**src/core/amd_map.svh**
```systemverilog
// Address map constants for the address map decoder
// Functional notes
// - One unified 64 KB address space
// - Code fetches always use even addresses
// - Byte and word data accesses supported
// - Program memory ends at 0FFFFh, start parameterised
// - Vector table: top 16 words, highest 0FFFEh
// - Program memory serves fetches and data reads
// - RAM starts 0200h, serves code and data
// - 0100h-01FFh is 16-bit peripheral region
// - Byte access there: even only, upper zero
// - 010h-0FFh is 8-bit peripheral region
// - Word read of 8-bit region: upper undefined
// - Word write to 8-bit region stores low byte
// - Lowest 16 bytes: special function bytes, byte-only
// - Little-endian: low byte at even address
// - Word accesses only at even addresses
`ifndef AMD_MAP_SVH
`define AMD_MAP_SVH
`define AMD_ADDR_W        16
`define AMD_SFB_END       16'h000F
`define AMD_P8_START      16'h0010
`define AMD_P8_END        16'h00FF
`define AMD_P16_START     16'h0100
`define AMD_P16_END       16'h01FF
`define AMD_RAM_START     16'h0200
`define AMD_RAM_END_DEF   16'h09FF
`define AMD_PROG_END      16'hFFFF
`define AMD_PROG_START_DEF 16'hC000
`define AMD_VEC_START     16'hFFE0
`define AMD_VEC_RESET     16'hFFFE
`endif

```
**src/core/amd_pkg.sv**
```systemverilog
// Types used by the decoder end of the address map decoder
package amd_pkg;
  typedef enum logic [5:0] {
    AMD_RGN_SFB  = 6'b000001,
    AMD_RGN_P8   = 6'b000010,
    AMD_RGN_P16  = 6'b000100,
    AMD_RGN_RAM  = 6'b001000,
    AMD_RGN_PROG = 6'b010000,
    AMD_RGN_NONE = 6'b100000
  } amd_region_e;

  typedef enum logic [2:0] {
    AMD_ST_IDLE = 3'b001,
    AMD_ST_WAIT = 3'b010,
    AMD_ST_DONE = 3'b100
  } amd_state_e;
endpackage : amd_pkg

```
**src/core/amd_bus_if.sv**
```systemverilog
// CPU-side bus between master end and decoder end
interface amd_bus_if;
  logic        req;
  logic        we;
  logic        word;
  logic        fetch;
  logic [15:0] addr;
  logic [15:0] wdata;
  logic [15:0] rdata;
  logic        ack;
  logic        err;

  modport decoder (
    input  req,
    input  we,
    input  word,
    input  fetch,
    input  addr,
    input  wdata,
    output rdata,
    output ack,
    output err
  );

  modport master (
    output req,
    output we,
    output word,
    output fetch,
    output addr,
    output wdata,
    input  rdata,
    input  ack,
    input  err
  );
endinterface : amd_bus_if

```
**src/core/amd_decoder.sv**
```systemverilog
// Address decoder: steers CPU accesses to each memory region
`include "amd_map.svh"
module amd_decoder #(
  parameter logic [15:0] RAM_END    = `AMD_RAM_END_DEF,
  parameter logic [15:0] PROG_START = `AMD_PROG_START_DEF
) (
  input  wire logic       clk,
  input  wire logic       rst,
  amd_bus_if.decoder      bus,
  output logic            sel_sfb,
  output logic            sel_p8,
  output logic            sel_p16,
  output logic            sel_ram,
  output logic            sel_prog,
  output logic            tgt_we,
  output logic [1:0]      tgt_be,
  output logic [15:0]     tgt_addr,
  output logic [15:0]     tgt_wdata,
  input  wire logic [15:0] tgt_rdata,
  input  wire logic       tgt_ack
);
  amd_pkg::amd_state_e  state;
  amd_pkg::amd_state_e  next_state;
  amd_pkg::amd_region_e region;
  amd_pkg::amd_region_e next_region;
  logic                 word_q;
  logic                 next_word_q;
  logic                 hi_q;
  logic                 next_hi_q;
  logic [15:0]          rdata_q;
  logic [15:0]          next_rdata_q;
  logic                 ack_q;
  logic                 next_ack_q;
  logic                 err_q;
  logic                 next_err_q;
  logic [4:0]           sel_q;
  logic [4:0]           next_sel_q;
  logic                 we_q;
  logic                 next_we_q;
  logic [1:0]           be_q;
  logic [1:0]           next_be_q;
  logic [15:0]          a_q;
  logic [15:0]          next_a_q;
  logic [15:0]          wd_q;
  logic [15:0]          next_wd_q;
  // Decode of the address on the bus this cycle
  amd_pkg::amd_region_e dec;
  logic                 bad;
  logic [1:0]           lane_be;
  logic [15:0]          lane_wd;
  logic [15:0]          lane_rd;

  // Full 16-bit address covers the whole 64 KB space
  always_comb begin
    if (bus.addr <= `AMD_SFB_END)
      dec = amd_pkg::AMD_RGN_SFB;
    else if (bus.addr <= `AMD_P8_END)
      dec = amd_pkg::AMD_RGN_P8;
    else if (bus.addr <= `AMD_P16_END)
      dec = amd_pkg::AMD_RGN_P16;
    else if (bus.addr <= RAM_END)
      dec = amd_pkg::AMD_RGN_RAM;
    else if (bus.addr >= PROG_START)
      dec = amd_pkg::AMD_RGN_PROG;
    else
      dec = amd_pkg::AMD_RGN_NONE;
  end

  // Misaligned words, odd fetches, word SFB and odd byte P16 are flagged
  always_comb begin
    bad = ((bus.word || bus.fetch) && bus.addr[0]);
    if (dec == amd_pkg::AMD_RGN_SFB && bus.word)
      bad = 1'b1;
    if (dec == amd_pkg::AMD_RGN_P16 && !bus.word && bus.addr[0])
      bad = 1'b1;
  end

  // Byte lanes: low byte at even address
  always_comb begin
    if (bus.word && dec == amd_pkg::AMD_RGN_P8)
      lane_be = 2'b01;
    else if (bus.word)
      lane_be = 2'b11;
    else
      lane_be = bus.addr[0] ? 2'b10 : 2'b01;
    // Byte data duplicated on both lanes so either lane can take it
    if (bus.word)
      lane_wd = bus.wdata;
    else
      lane_wd = {bus.wdata[7:0], bus.wdata[7:0]};
  end

  // Returned byte lands in the low half, upper half cleared
  always_comb begin
    if (word_q)
      lane_rd = tgt_rdata;
    else if (region == amd_pkg::AMD_RGN_P16)
      lane_rd = {8'h00, tgt_rdata[7:0]};
    else
      lane_rd = {8'h00, hi_q ? tgt_rdata[15:8] : tgt_rdata[7:0]};
  end

  // One access at a time; requests outside idle are ignored
  always_comb begin
    next_state   = state;
    next_region  = region;
    next_word_q  = word_q;
    next_hi_q    = hi_q;
    next_rdata_q = rdata_q;
    next_ack_q   = 1'b0;
    next_err_q   = 1'b0;
    next_sel_q   = sel_q;
    next_we_q    = we_q;
    next_be_q    = be_q;
    next_a_q     = a_q;
    next_wd_q    = wd_q;
    unique case (state)
      amd_pkg::AMD_ST_IDLE: begin
        if (bus.req) begin
          if (bad) begin
            // Refused: answered at once, no target is selected
            next_ack_q   = 1'b1;
            next_err_q   = 1'b1;
            next_rdata_q = 16'h0000;
          end else if (dec == amd_pkg::AMD_RGN_NONE) begin
            // Hole between RAM and program memory: reads zero, writes dropped
            next_ack_q   = 1'b1;
            next_rdata_q = 16'h0000;
          end else begin
            next_region = dec;
            next_word_q = bus.word;
            next_hi_q   = bus.addr[0];
            // Fetches never write
            next_we_q   = bus.we && !bus.fetch;
            // Address held even; the odd byte is picked by the lane enables
            next_a_q    = {bus.addr[15:1], 1'b0};
            next_sel_q  = dec[4:0];
            next_be_q   = lane_be;
            next_wd_q   = lane_wd;
            next_state  = amd_pkg::AMD_ST_WAIT;
          end
        end
      end
      amd_pkg::AMD_ST_WAIT: begin
        // No limit on target stalls; a dead target hangs the bus
        if (tgt_ack) begin
          next_sel_q   = 5'b00000;
          next_we_q    = 1'b0;
          next_rdata_q = lane_rd;
          next_ack_q   = 1'b1;
          next_state   = amd_pkg::AMD_ST_DONE;
        end
      end
      amd_pkg::AMD_ST_DONE: begin
        next_state = amd_pkg::AMD_ST_IDLE;
      end
      default: begin
        // Corrupt state code: drop the target and fall back to idle
        next_state = amd_pkg::AMD_ST_IDLE;
        next_sel_q = 5'b00000;
        next_we_q  = 1'b0;
        next_be_q  = 2'b00;
      end
    endcase
  end

  // Reset drops every target select before any access
  always_ff @(posedge clk) begin
    if (rst) begin
      state   <= amd_pkg::AMD_ST_IDLE;
      region  <= amd_pkg::AMD_RGN_NONE;
      word_q  <= 1'b0;
      hi_q    <= 1'b0;
      rdata_q <= 16'h0000;
      ack_q   <= 1'b0;
      err_q   <= 1'b0;
      sel_q   <= 5'b00000;
      we_q    <= 1'b0;
      be_q    <= 2'b00;
      a_q     <= 16'h0000;
      wd_q    <= 16'h0000;
    end else begin
      state   <= next_state;
      region  <= next_region;
      word_q  <= next_word_q;
      hi_q    <= next_hi_q;
      rdata_q <= next_rdata_q;
      ack_q   <= next_ack_q;
      err_q   <= next_err_q;
      sel_q   <= next_sel_q;
      we_q    <= next_we_q;
      be_q    <= next_be_q;
      a_q     <= next_a_q;
      wd_q    <= next_wd_q;
    end
  end

  // Every output comes straight from a register
  assign bus.rdata = rdata_q;
  assign bus.ack   = ack_q;
  assign bus.err   = err_q;
  assign sel_sfb   = sel_q[0];
  assign sel_p8    = sel_q[1];
  assign sel_p16   = sel_q[2];
  assign sel_ram   = sel_q[3];
  assign sel_prog  = sel_q[4];
  assign tgt_we    = we_q;
  assign tgt_be    = be_q;
  assign tgt_addr  = a_q;
  assign tgt_wdata = wd_q;
endmodule : amd_decoder

```
**src/flat_wrapper.sv**
```systemverilog
// flat-port wrapper written by rule: the top's interface ports become plain ports
module amd_decoder_flat 
#(
  parameter logic [15:0] RAM_END    = `AMD_RAM_END_DEF,
  parameter logic [15:0] PROG_START = `AMD_PROG_START_DEF
)
  (clk, rst, sel_sfb, sel_p8, sel_p16, sel_ram, sel_prog, tgt_we, tgt_be, tgt_addr, tgt_wdata, tgt_rdata, tgt_ack, bus_req, bus_we, bus_word, bus_fetch, bus_addr, bus_wdata, bus_rdata, bus_ack, bus_err);
  amd_bus_if bus_i ();
  input  wire logic clk;
  input  wire logic rst;
  output logic sel_sfb;
  output logic sel_p8;
  output logic sel_p16;
  output logic sel_ram;
  output logic sel_prog;
  output logic tgt_we;
  output logic [1:0] tgt_be;
  output logic [15:0] tgt_addr;
  output logic [15:0] tgt_wdata;
  input  wire logic [15:0] tgt_rdata;
  input  wire logic tgt_ack;
  input wire logic [$bits(bus_i.req)-1:0] bus_req;
  input wire logic [$bits(bus_i.we)-1:0] bus_we;
  input wire logic [$bits(bus_i.word)-1:0] bus_word;
  input wire logic [$bits(bus_i.fetch)-1:0] bus_fetch;
  input wire logic [$bits(bus_i.addr)-1:0] bus_addr;
  input wire logic [$bits(bus_i.wdata)-1:0] bus_wdata;
  output wire logic [$bits(bus_i.rdata)-1:0] bus_rdata;
  output wire logic [$bits(bus_i.ack)-1:0] bus_ack;
  output wire logic [$bits(bus_i.err)-1:0] bus_err;
  assign bus_i.req = bus_req;
  assign bus_i.we = bus_we;
  assign bus_i.word = bus_word;
  assign bus_i.fetch = bus_fetch;
  assign bus_i.addr = bus_addr;
  assign bus_i.wdata = bus_wdata;
  assign bus_rdata = bus_i.rdata;
  assign bus_ack = bus_i.ack;
  assign bus_err = bus_i.err;
  amd_decoder #(.RAM_END(RAM_END), .PROG_START(PROG_START)) u_core (.clk(clk), .rst(rst), .bus(bus_i), .sel_sfb(sel_sfb), .sel_p8(sel_p8), .sel_p16(sel_p16), .sel_ram(sel_ram), .sel_prog(sel_prog), .tgt_we(tgt_we), .tgt_be(tgt_be), .tgt_addr(tgt_addr), .tgt_wdata(tgt_wdata), .tgt_rdata(tgt_rdata), .tgt_ack(tgt_ack));
endmodule
```
**config.mk**
```make
export PLATFORM = sky130hd
export DESIGN_NAME = amd_decoder_flat
export DESIGN_NICKNAME = d
export VERILOG_FILES = /design/src/core/amd_pkg.sv /design/src/core/amd_bus_if.sv /design/src/core/amd_decoder.sv /design/src/flat_wrapper.sv
export VERILOG_INCLUDE_DIRS = /design/src /design/src/core
export SDC_FILE = /design/constraint.sdc
export NUM_CORES = 1
export LEC_CHECK = 0
export ABC_AREA = 0
export BUFFER_PORTS_ARGS = -buffer_cell sky130_fd_sc_hd__buf_4
export CAP_MARGIN = 20
export CORE_MARGIN = 2
export CORE_UTILIZATION = 52
export DETAILED_ROUTE_END_ITERATION = 10
export PLACE_DENSITY = 0.91
export SYNTH_ARGS = -nofsm -noshare
export SYNTH_HDL_FRONTEND = slang
export SYNTH_SLANG_ARGS = --single-unit
```
**constraint.sdc**
```tcl
create_clock -name clk -period 4.3 [get_ports clk]
set_input_delay 0.215 -clock clk [delete_from_list [all_inputs] [get_ports clk]]
set_output_delay 0.215 -clock clk [all_outputs]
set_load 0.02 [all_outputs]
```
==> qor.json <==
{
  "grt_remaining_overflow": {"value": 0},
  "worst_ir_drop_vdd": {"value": 0.0002296, "unit": "V"},
  "slew_headroom": {"value": 16.44, "unit": "%"},
  "drive_gt1_share": {"value": 34.12, "unit": "%"},
  "preCtsSetupSlack": {"value": 1.590, "unit": "ns"},
  "finalWeightedCongestion": {"value": 0.8270},
  "layout_setup_ws": {"value": 1.656, "unit": "ns"},
  "global_route_wire_length_before_repair": {"value": 13.17, "unit": "mm"},
  "postSynth.topFlopCell": {"value": "sky130_fd_sc_hd__dfxtp_1"},
  "vias": {"value": 2844},
  "clock_insertion_delay_worst_skew": {"value": 0.35, "unit": "ns"},
  "power_report.internal_total": {"value": 0.001003, "unit": "W"},
  "worst-endpoint-required": {"value": 4.50, "unit": "ns"},
  "synth_top_area_share": {"value": 46.68, "unit": "%"},
  "drt_pre_antenna_iters": {"value": 6},
  "boundaryPins": {"value": 113},
  "final_antenna_net_count": {"value": 0},
  "area_growth_syn_to_layout": {"value": 35.91, "unit": "%"},
  "ys_ff_latch": {"value": 68},
  "synth_cell_type_count": {"value": 46},
  "cp_peak_stage_delay": {"value": 0.70, "unit": "ns"},
  "antenna-diode-count": {"value": 0},
  "crit_fanout": {"value": 34},
  "power.leakage": {"value": 1.639, "unit": "nW"},
  "layout_min_cycle_time": {"value": 2.644, "unit": "ns"},
  "power.density_cell_area": {"value": 343.6, "unit": "nW/um^2"},
  "power_frac_comb": {"value": 13.2, "unit": "%"},
  "dp_cells": {"value": 478},
  "critical_path_arrival": {"value": 2.84, "unit": "ns"},
  "number_of_failing_hold_endpoints_at_the_final_stage": {"value": 0},
  "switching_power": {"value": 0.0003588, "unit": "W"},
  "antenna_found_initial": {"value": 0},
  "swShare": {"value": 26.35, "unit": "%"},
  "async_flop_share": {"value": 0, "unit": "%"},
  "final_design_utilization": {"value": 72.43, "unit": "%"},
  "final.setup.tns": {"value": 0, "unit": "ns"},
  "max_cap_violations": {"value": 0},
  "ys_top_cells_by_area": {"value": "sky130_fd_sc_hd__dfxtp_1, sky130_fd_sc_hd__a21oi_1, sky130_fd_sc_hd__mux2i_1"},
  "fin_nets": {"value": 472},
  "power.share.sequential": {"value": 47.7, "unit": "%"},
  "clock-sinks": {"value": 68},
  "holdCritPathClass": {"value": "primary input to flip-flop"},
  "drt-vias-per-instance": {"value": 5.757},
  "route.detailed.wl_per_inst": {"value": 16.93, "unit": "microns"},
  "detail_route.drc_violations": {"value": 0},
  "outcome": {"value": "completed"},
  "cts_tree": {"value": "done"},
  "layout.cells.non_filler": {"value": 494},
  "crit_path_cell_trace": {"value": "nand2b_1 > nor2_1 > nand2_1 > nor2_1 > a211oi_1"},
  "crit_top_cell": {"value": "sky130_fd_sc_hd__nor2_1"},
  "cts_hold_repair.buffers": {"value": 0},
  "final_report_max_slew_violation_count": {"value": 0},
  "yosysWarnings": {"value": 0},
  "dr.first_iter.drc_count": {"value": 245},
  "die_y": {"value": 78.89, "unit": "microns"},
  "post-dp-hpwl": {"value": 5.725, "unit": "mm"},
  "tritoncts.num_buffers": {"value": 9},
  "finalWirelength": {"value": 8.361, "unit": "mm"},
  "worst_path_max_delay_cell": {"value": "sky130_fd_sc_hd__nor2_1"},
  "syn_nets": {"value": 373},
  "synth.cell_area": {"value": 2917, "unit": "sq um"},
  "synth_cells": {"value": 318},
  "post_synth_edffs": {"value": 0},
  "clock_tree.root_cell": {"value": "sky130_fd_sc_hd__clkbuf_8"},
  "fp-row-count": {"value": 27},
  "synth_area_per_cell": {"value": 9.172, "unit": "sq um"},
  "dieArea": {"value": 6224, "unit": "sq um"},
  "yosysSeqAreaShare": {"value": 46.68, "unit": "%"},
  "grt_setup_unrepaired": {"value": "no"},
  "end_kind": {"value": "flip-flop"},
  "number_of_global_route_vias_before_repair": {"value": 2718},
  "finalClockSkew": {"value": 0.005883, "unit": "ns"},
  "synth_top_cell_by_area": {"value": "sky130_fd_sc_hd__dfxtp_1"},
  "post_cts_resized": {"value": 0},
  "ctsLongestPathBuffers": {"value": 2},
  "timing.final.crit_share": {"value": 61.50, "unit": "%"},
  "start_util": {"value": 53.29, "unit": "%"},
  "chipWidth": {"value": 78.89, "unit": "microns"},
  "clock_power_share": {"value": 39.1, "unit": "%"},
  "max_freq": {"value": 0.3782, "unit": "GHz"},
  "coreArea": {"value": 5473, "unit": "sq um"},
  "grtUsageTotal": {"value": 27.48, "unit": "%"},
  "critPathKind": {"value": "flip-flop to flip-flop"},
  "worst-slew-pin-transition": {"value": 1.253, "unit": "ns"},
  "largest_net_degree_at_the_start_of_global_routing": {"value": 67},
  "io_buffer_count": {"value": 111},
  "clk_pin_slew": {"value": 0.07, "unit": "ns"},
  "cts_post_setup_buffers_inserted": {"value": 0},
  "final-setup-viol-count": {"value": 0},
  "category_of_the_worst_setup_path_launch_point": {"value": "flip-flop"},
  "htreeDepth": {"value": 3}
}
registers in the layout, summed over array words and instances (netlist names):
name / cells
u_core.bus.rdata: 16
u_core.tgt_wdata: 16
u_core.tgt_addr: 15
u_core.region: 6
u_core.sel_q: 5
u_core.state: 3
u_core.tgt_be: 2
u_core.bus.ack: 1
u_core.bus.err: 1
u_core.hi_q: 1
u_core.tgt_we: 1
u_core.word_q: 1
worst max-delay path, delay by kind of cell (launching register included):
family           cells  cell delay [ns]
flip-flops           1             0.35
AND/OR/NAND/NOR      4             1.96
AO/OA/AOI/OAI        1             0.17
synthesized netlist by cell type, types with 3 or more instances:
library cell / n
sky130_fd_sc_hd__a21oi_1: 46
sky130_fd_sc_hd__nand3_1: 25
sky130_fd_sc_hd__mux2_2: 8
sky130_fd_sc_hd__clkbuf_1: 21
sky130_fd_sc_hd__nor3_1: 3
sky130_fd_sc_hd__nand2_1: 14
sky130_fd_sc_hd__o221ai_1: 3
sky130_fd_sc_hd__mux2i_1: 17
sky130_fd_sc_hd__o21ai_0: 32
sky130_fd_sc_hd__o32ai_1: 3
sky130_fd_sc_hd__a22o_1: 8
sky130_fd_sc_hd__nand2b_1: 15
sky130_fd_sc_hd__inv_1: 3
sky130_fd_sc_hd__nor2_1: 7
sky130_fd_sc_hd__dfxtp_1: 68
sky130_fd_sc_hd__and3_1: 3
sky130_fd_sc_hd__a211oi_1: 8
path summary, 6_finish.rpt:
| check | startpoint | endpoint | slack (ns) | cells after the start |
|---|---|---|---|---|
| setup reg to reg | u_core.state[1] | u_core.tgt_wdata[13] | 1.66 | 5 |
| hold reg to reg | u_core.region[5] | u_core.region[5] | 0.47 | 1 |
| hold / removal | tgt_rdata[15] | u_core.bus.rdata[15] | 0.09 | 2 |
| setup / recovery | u_core.state[1] | u_core.tgt_wdata[13] | 1.66 | 5 |
per-layer routing:
metal	global-route usage (%)	vias up	routed length, microns
met1	32.47	1340	3387
met5	0	-	0
met4	16.21	0	282
met3	6.818	27	602
met2	45.30	116	4089
li1	-	1361	-
power groups by stage:
| stage | Sequential, W | Combinational, W | Clock, W |
|---|---|---|---|
| 4_1_cts | 0.000649 | 0.000179 | 0.000537 |
| 3_5_place_dp | 0.000664 | 0.000178 | 0 |
| 6_report | 0.000650 | 0.000180 | 0.000532 |
| 5_1_grt | 0.000650 | 0.000193 | 0.000561 |
| 3_3_place_gp | 0.000663 | 0.000174 | 0 |
| 2_1_floorplan | 0.000678 | 0.0000816 | 0 |
stage by stage:
step	instance area, sq um	total power, W	hold slack, ns
final	3964	0.001362	0.08636
after CTS	3964	0.001365	0.07638
after global routing	3964	0.001405	0.08494
after detailed placement	3762	0.0008413	0.4413
after floorplan	2917	0.0007592	0.3367
after global placement	3762	0.0008375	0.4323
layout make-up:
| cell class | instances | area (sq um) |
|---|---|---|
| clock buffer | 10 | 137.6 |
| clock inverter | 6 | 63.81 |
| fill | 413 | 1509 |
| inverter | 3 | 11.26 |
| multi-input combinational | 221 | 1444 |
| sequential | 68 | 1361 |
| tap | 72 | 90.09 |
| timing repair buffer | 114 | 855.8 |
cell usage in the layout (no fill, tap or decap), drive strengths merged, types with 4 or more instances in the layout:
cell / instances
nand3: 25
mux2i: 17
dfxtp: 68
nand2b: 15
nor3: 4
o21ai: 32
mux2: 8
clkbuf: 10
nor2: 7
nand2: 14
buf: 114
a21oi: 46
a22o: 8
a211oi: 9
cells by family after synthesis:
family	share of synthesized area (%)
AO/OA/AOI/OAI	24.24
XOR/XNOR	0.3004
buffers and inverters	4.290
flip-flops	46.68
multiplexers	8.923
other	0.1286
AND/OR/NAND/NOR	15.44
(Power assumes the default switching activity.)
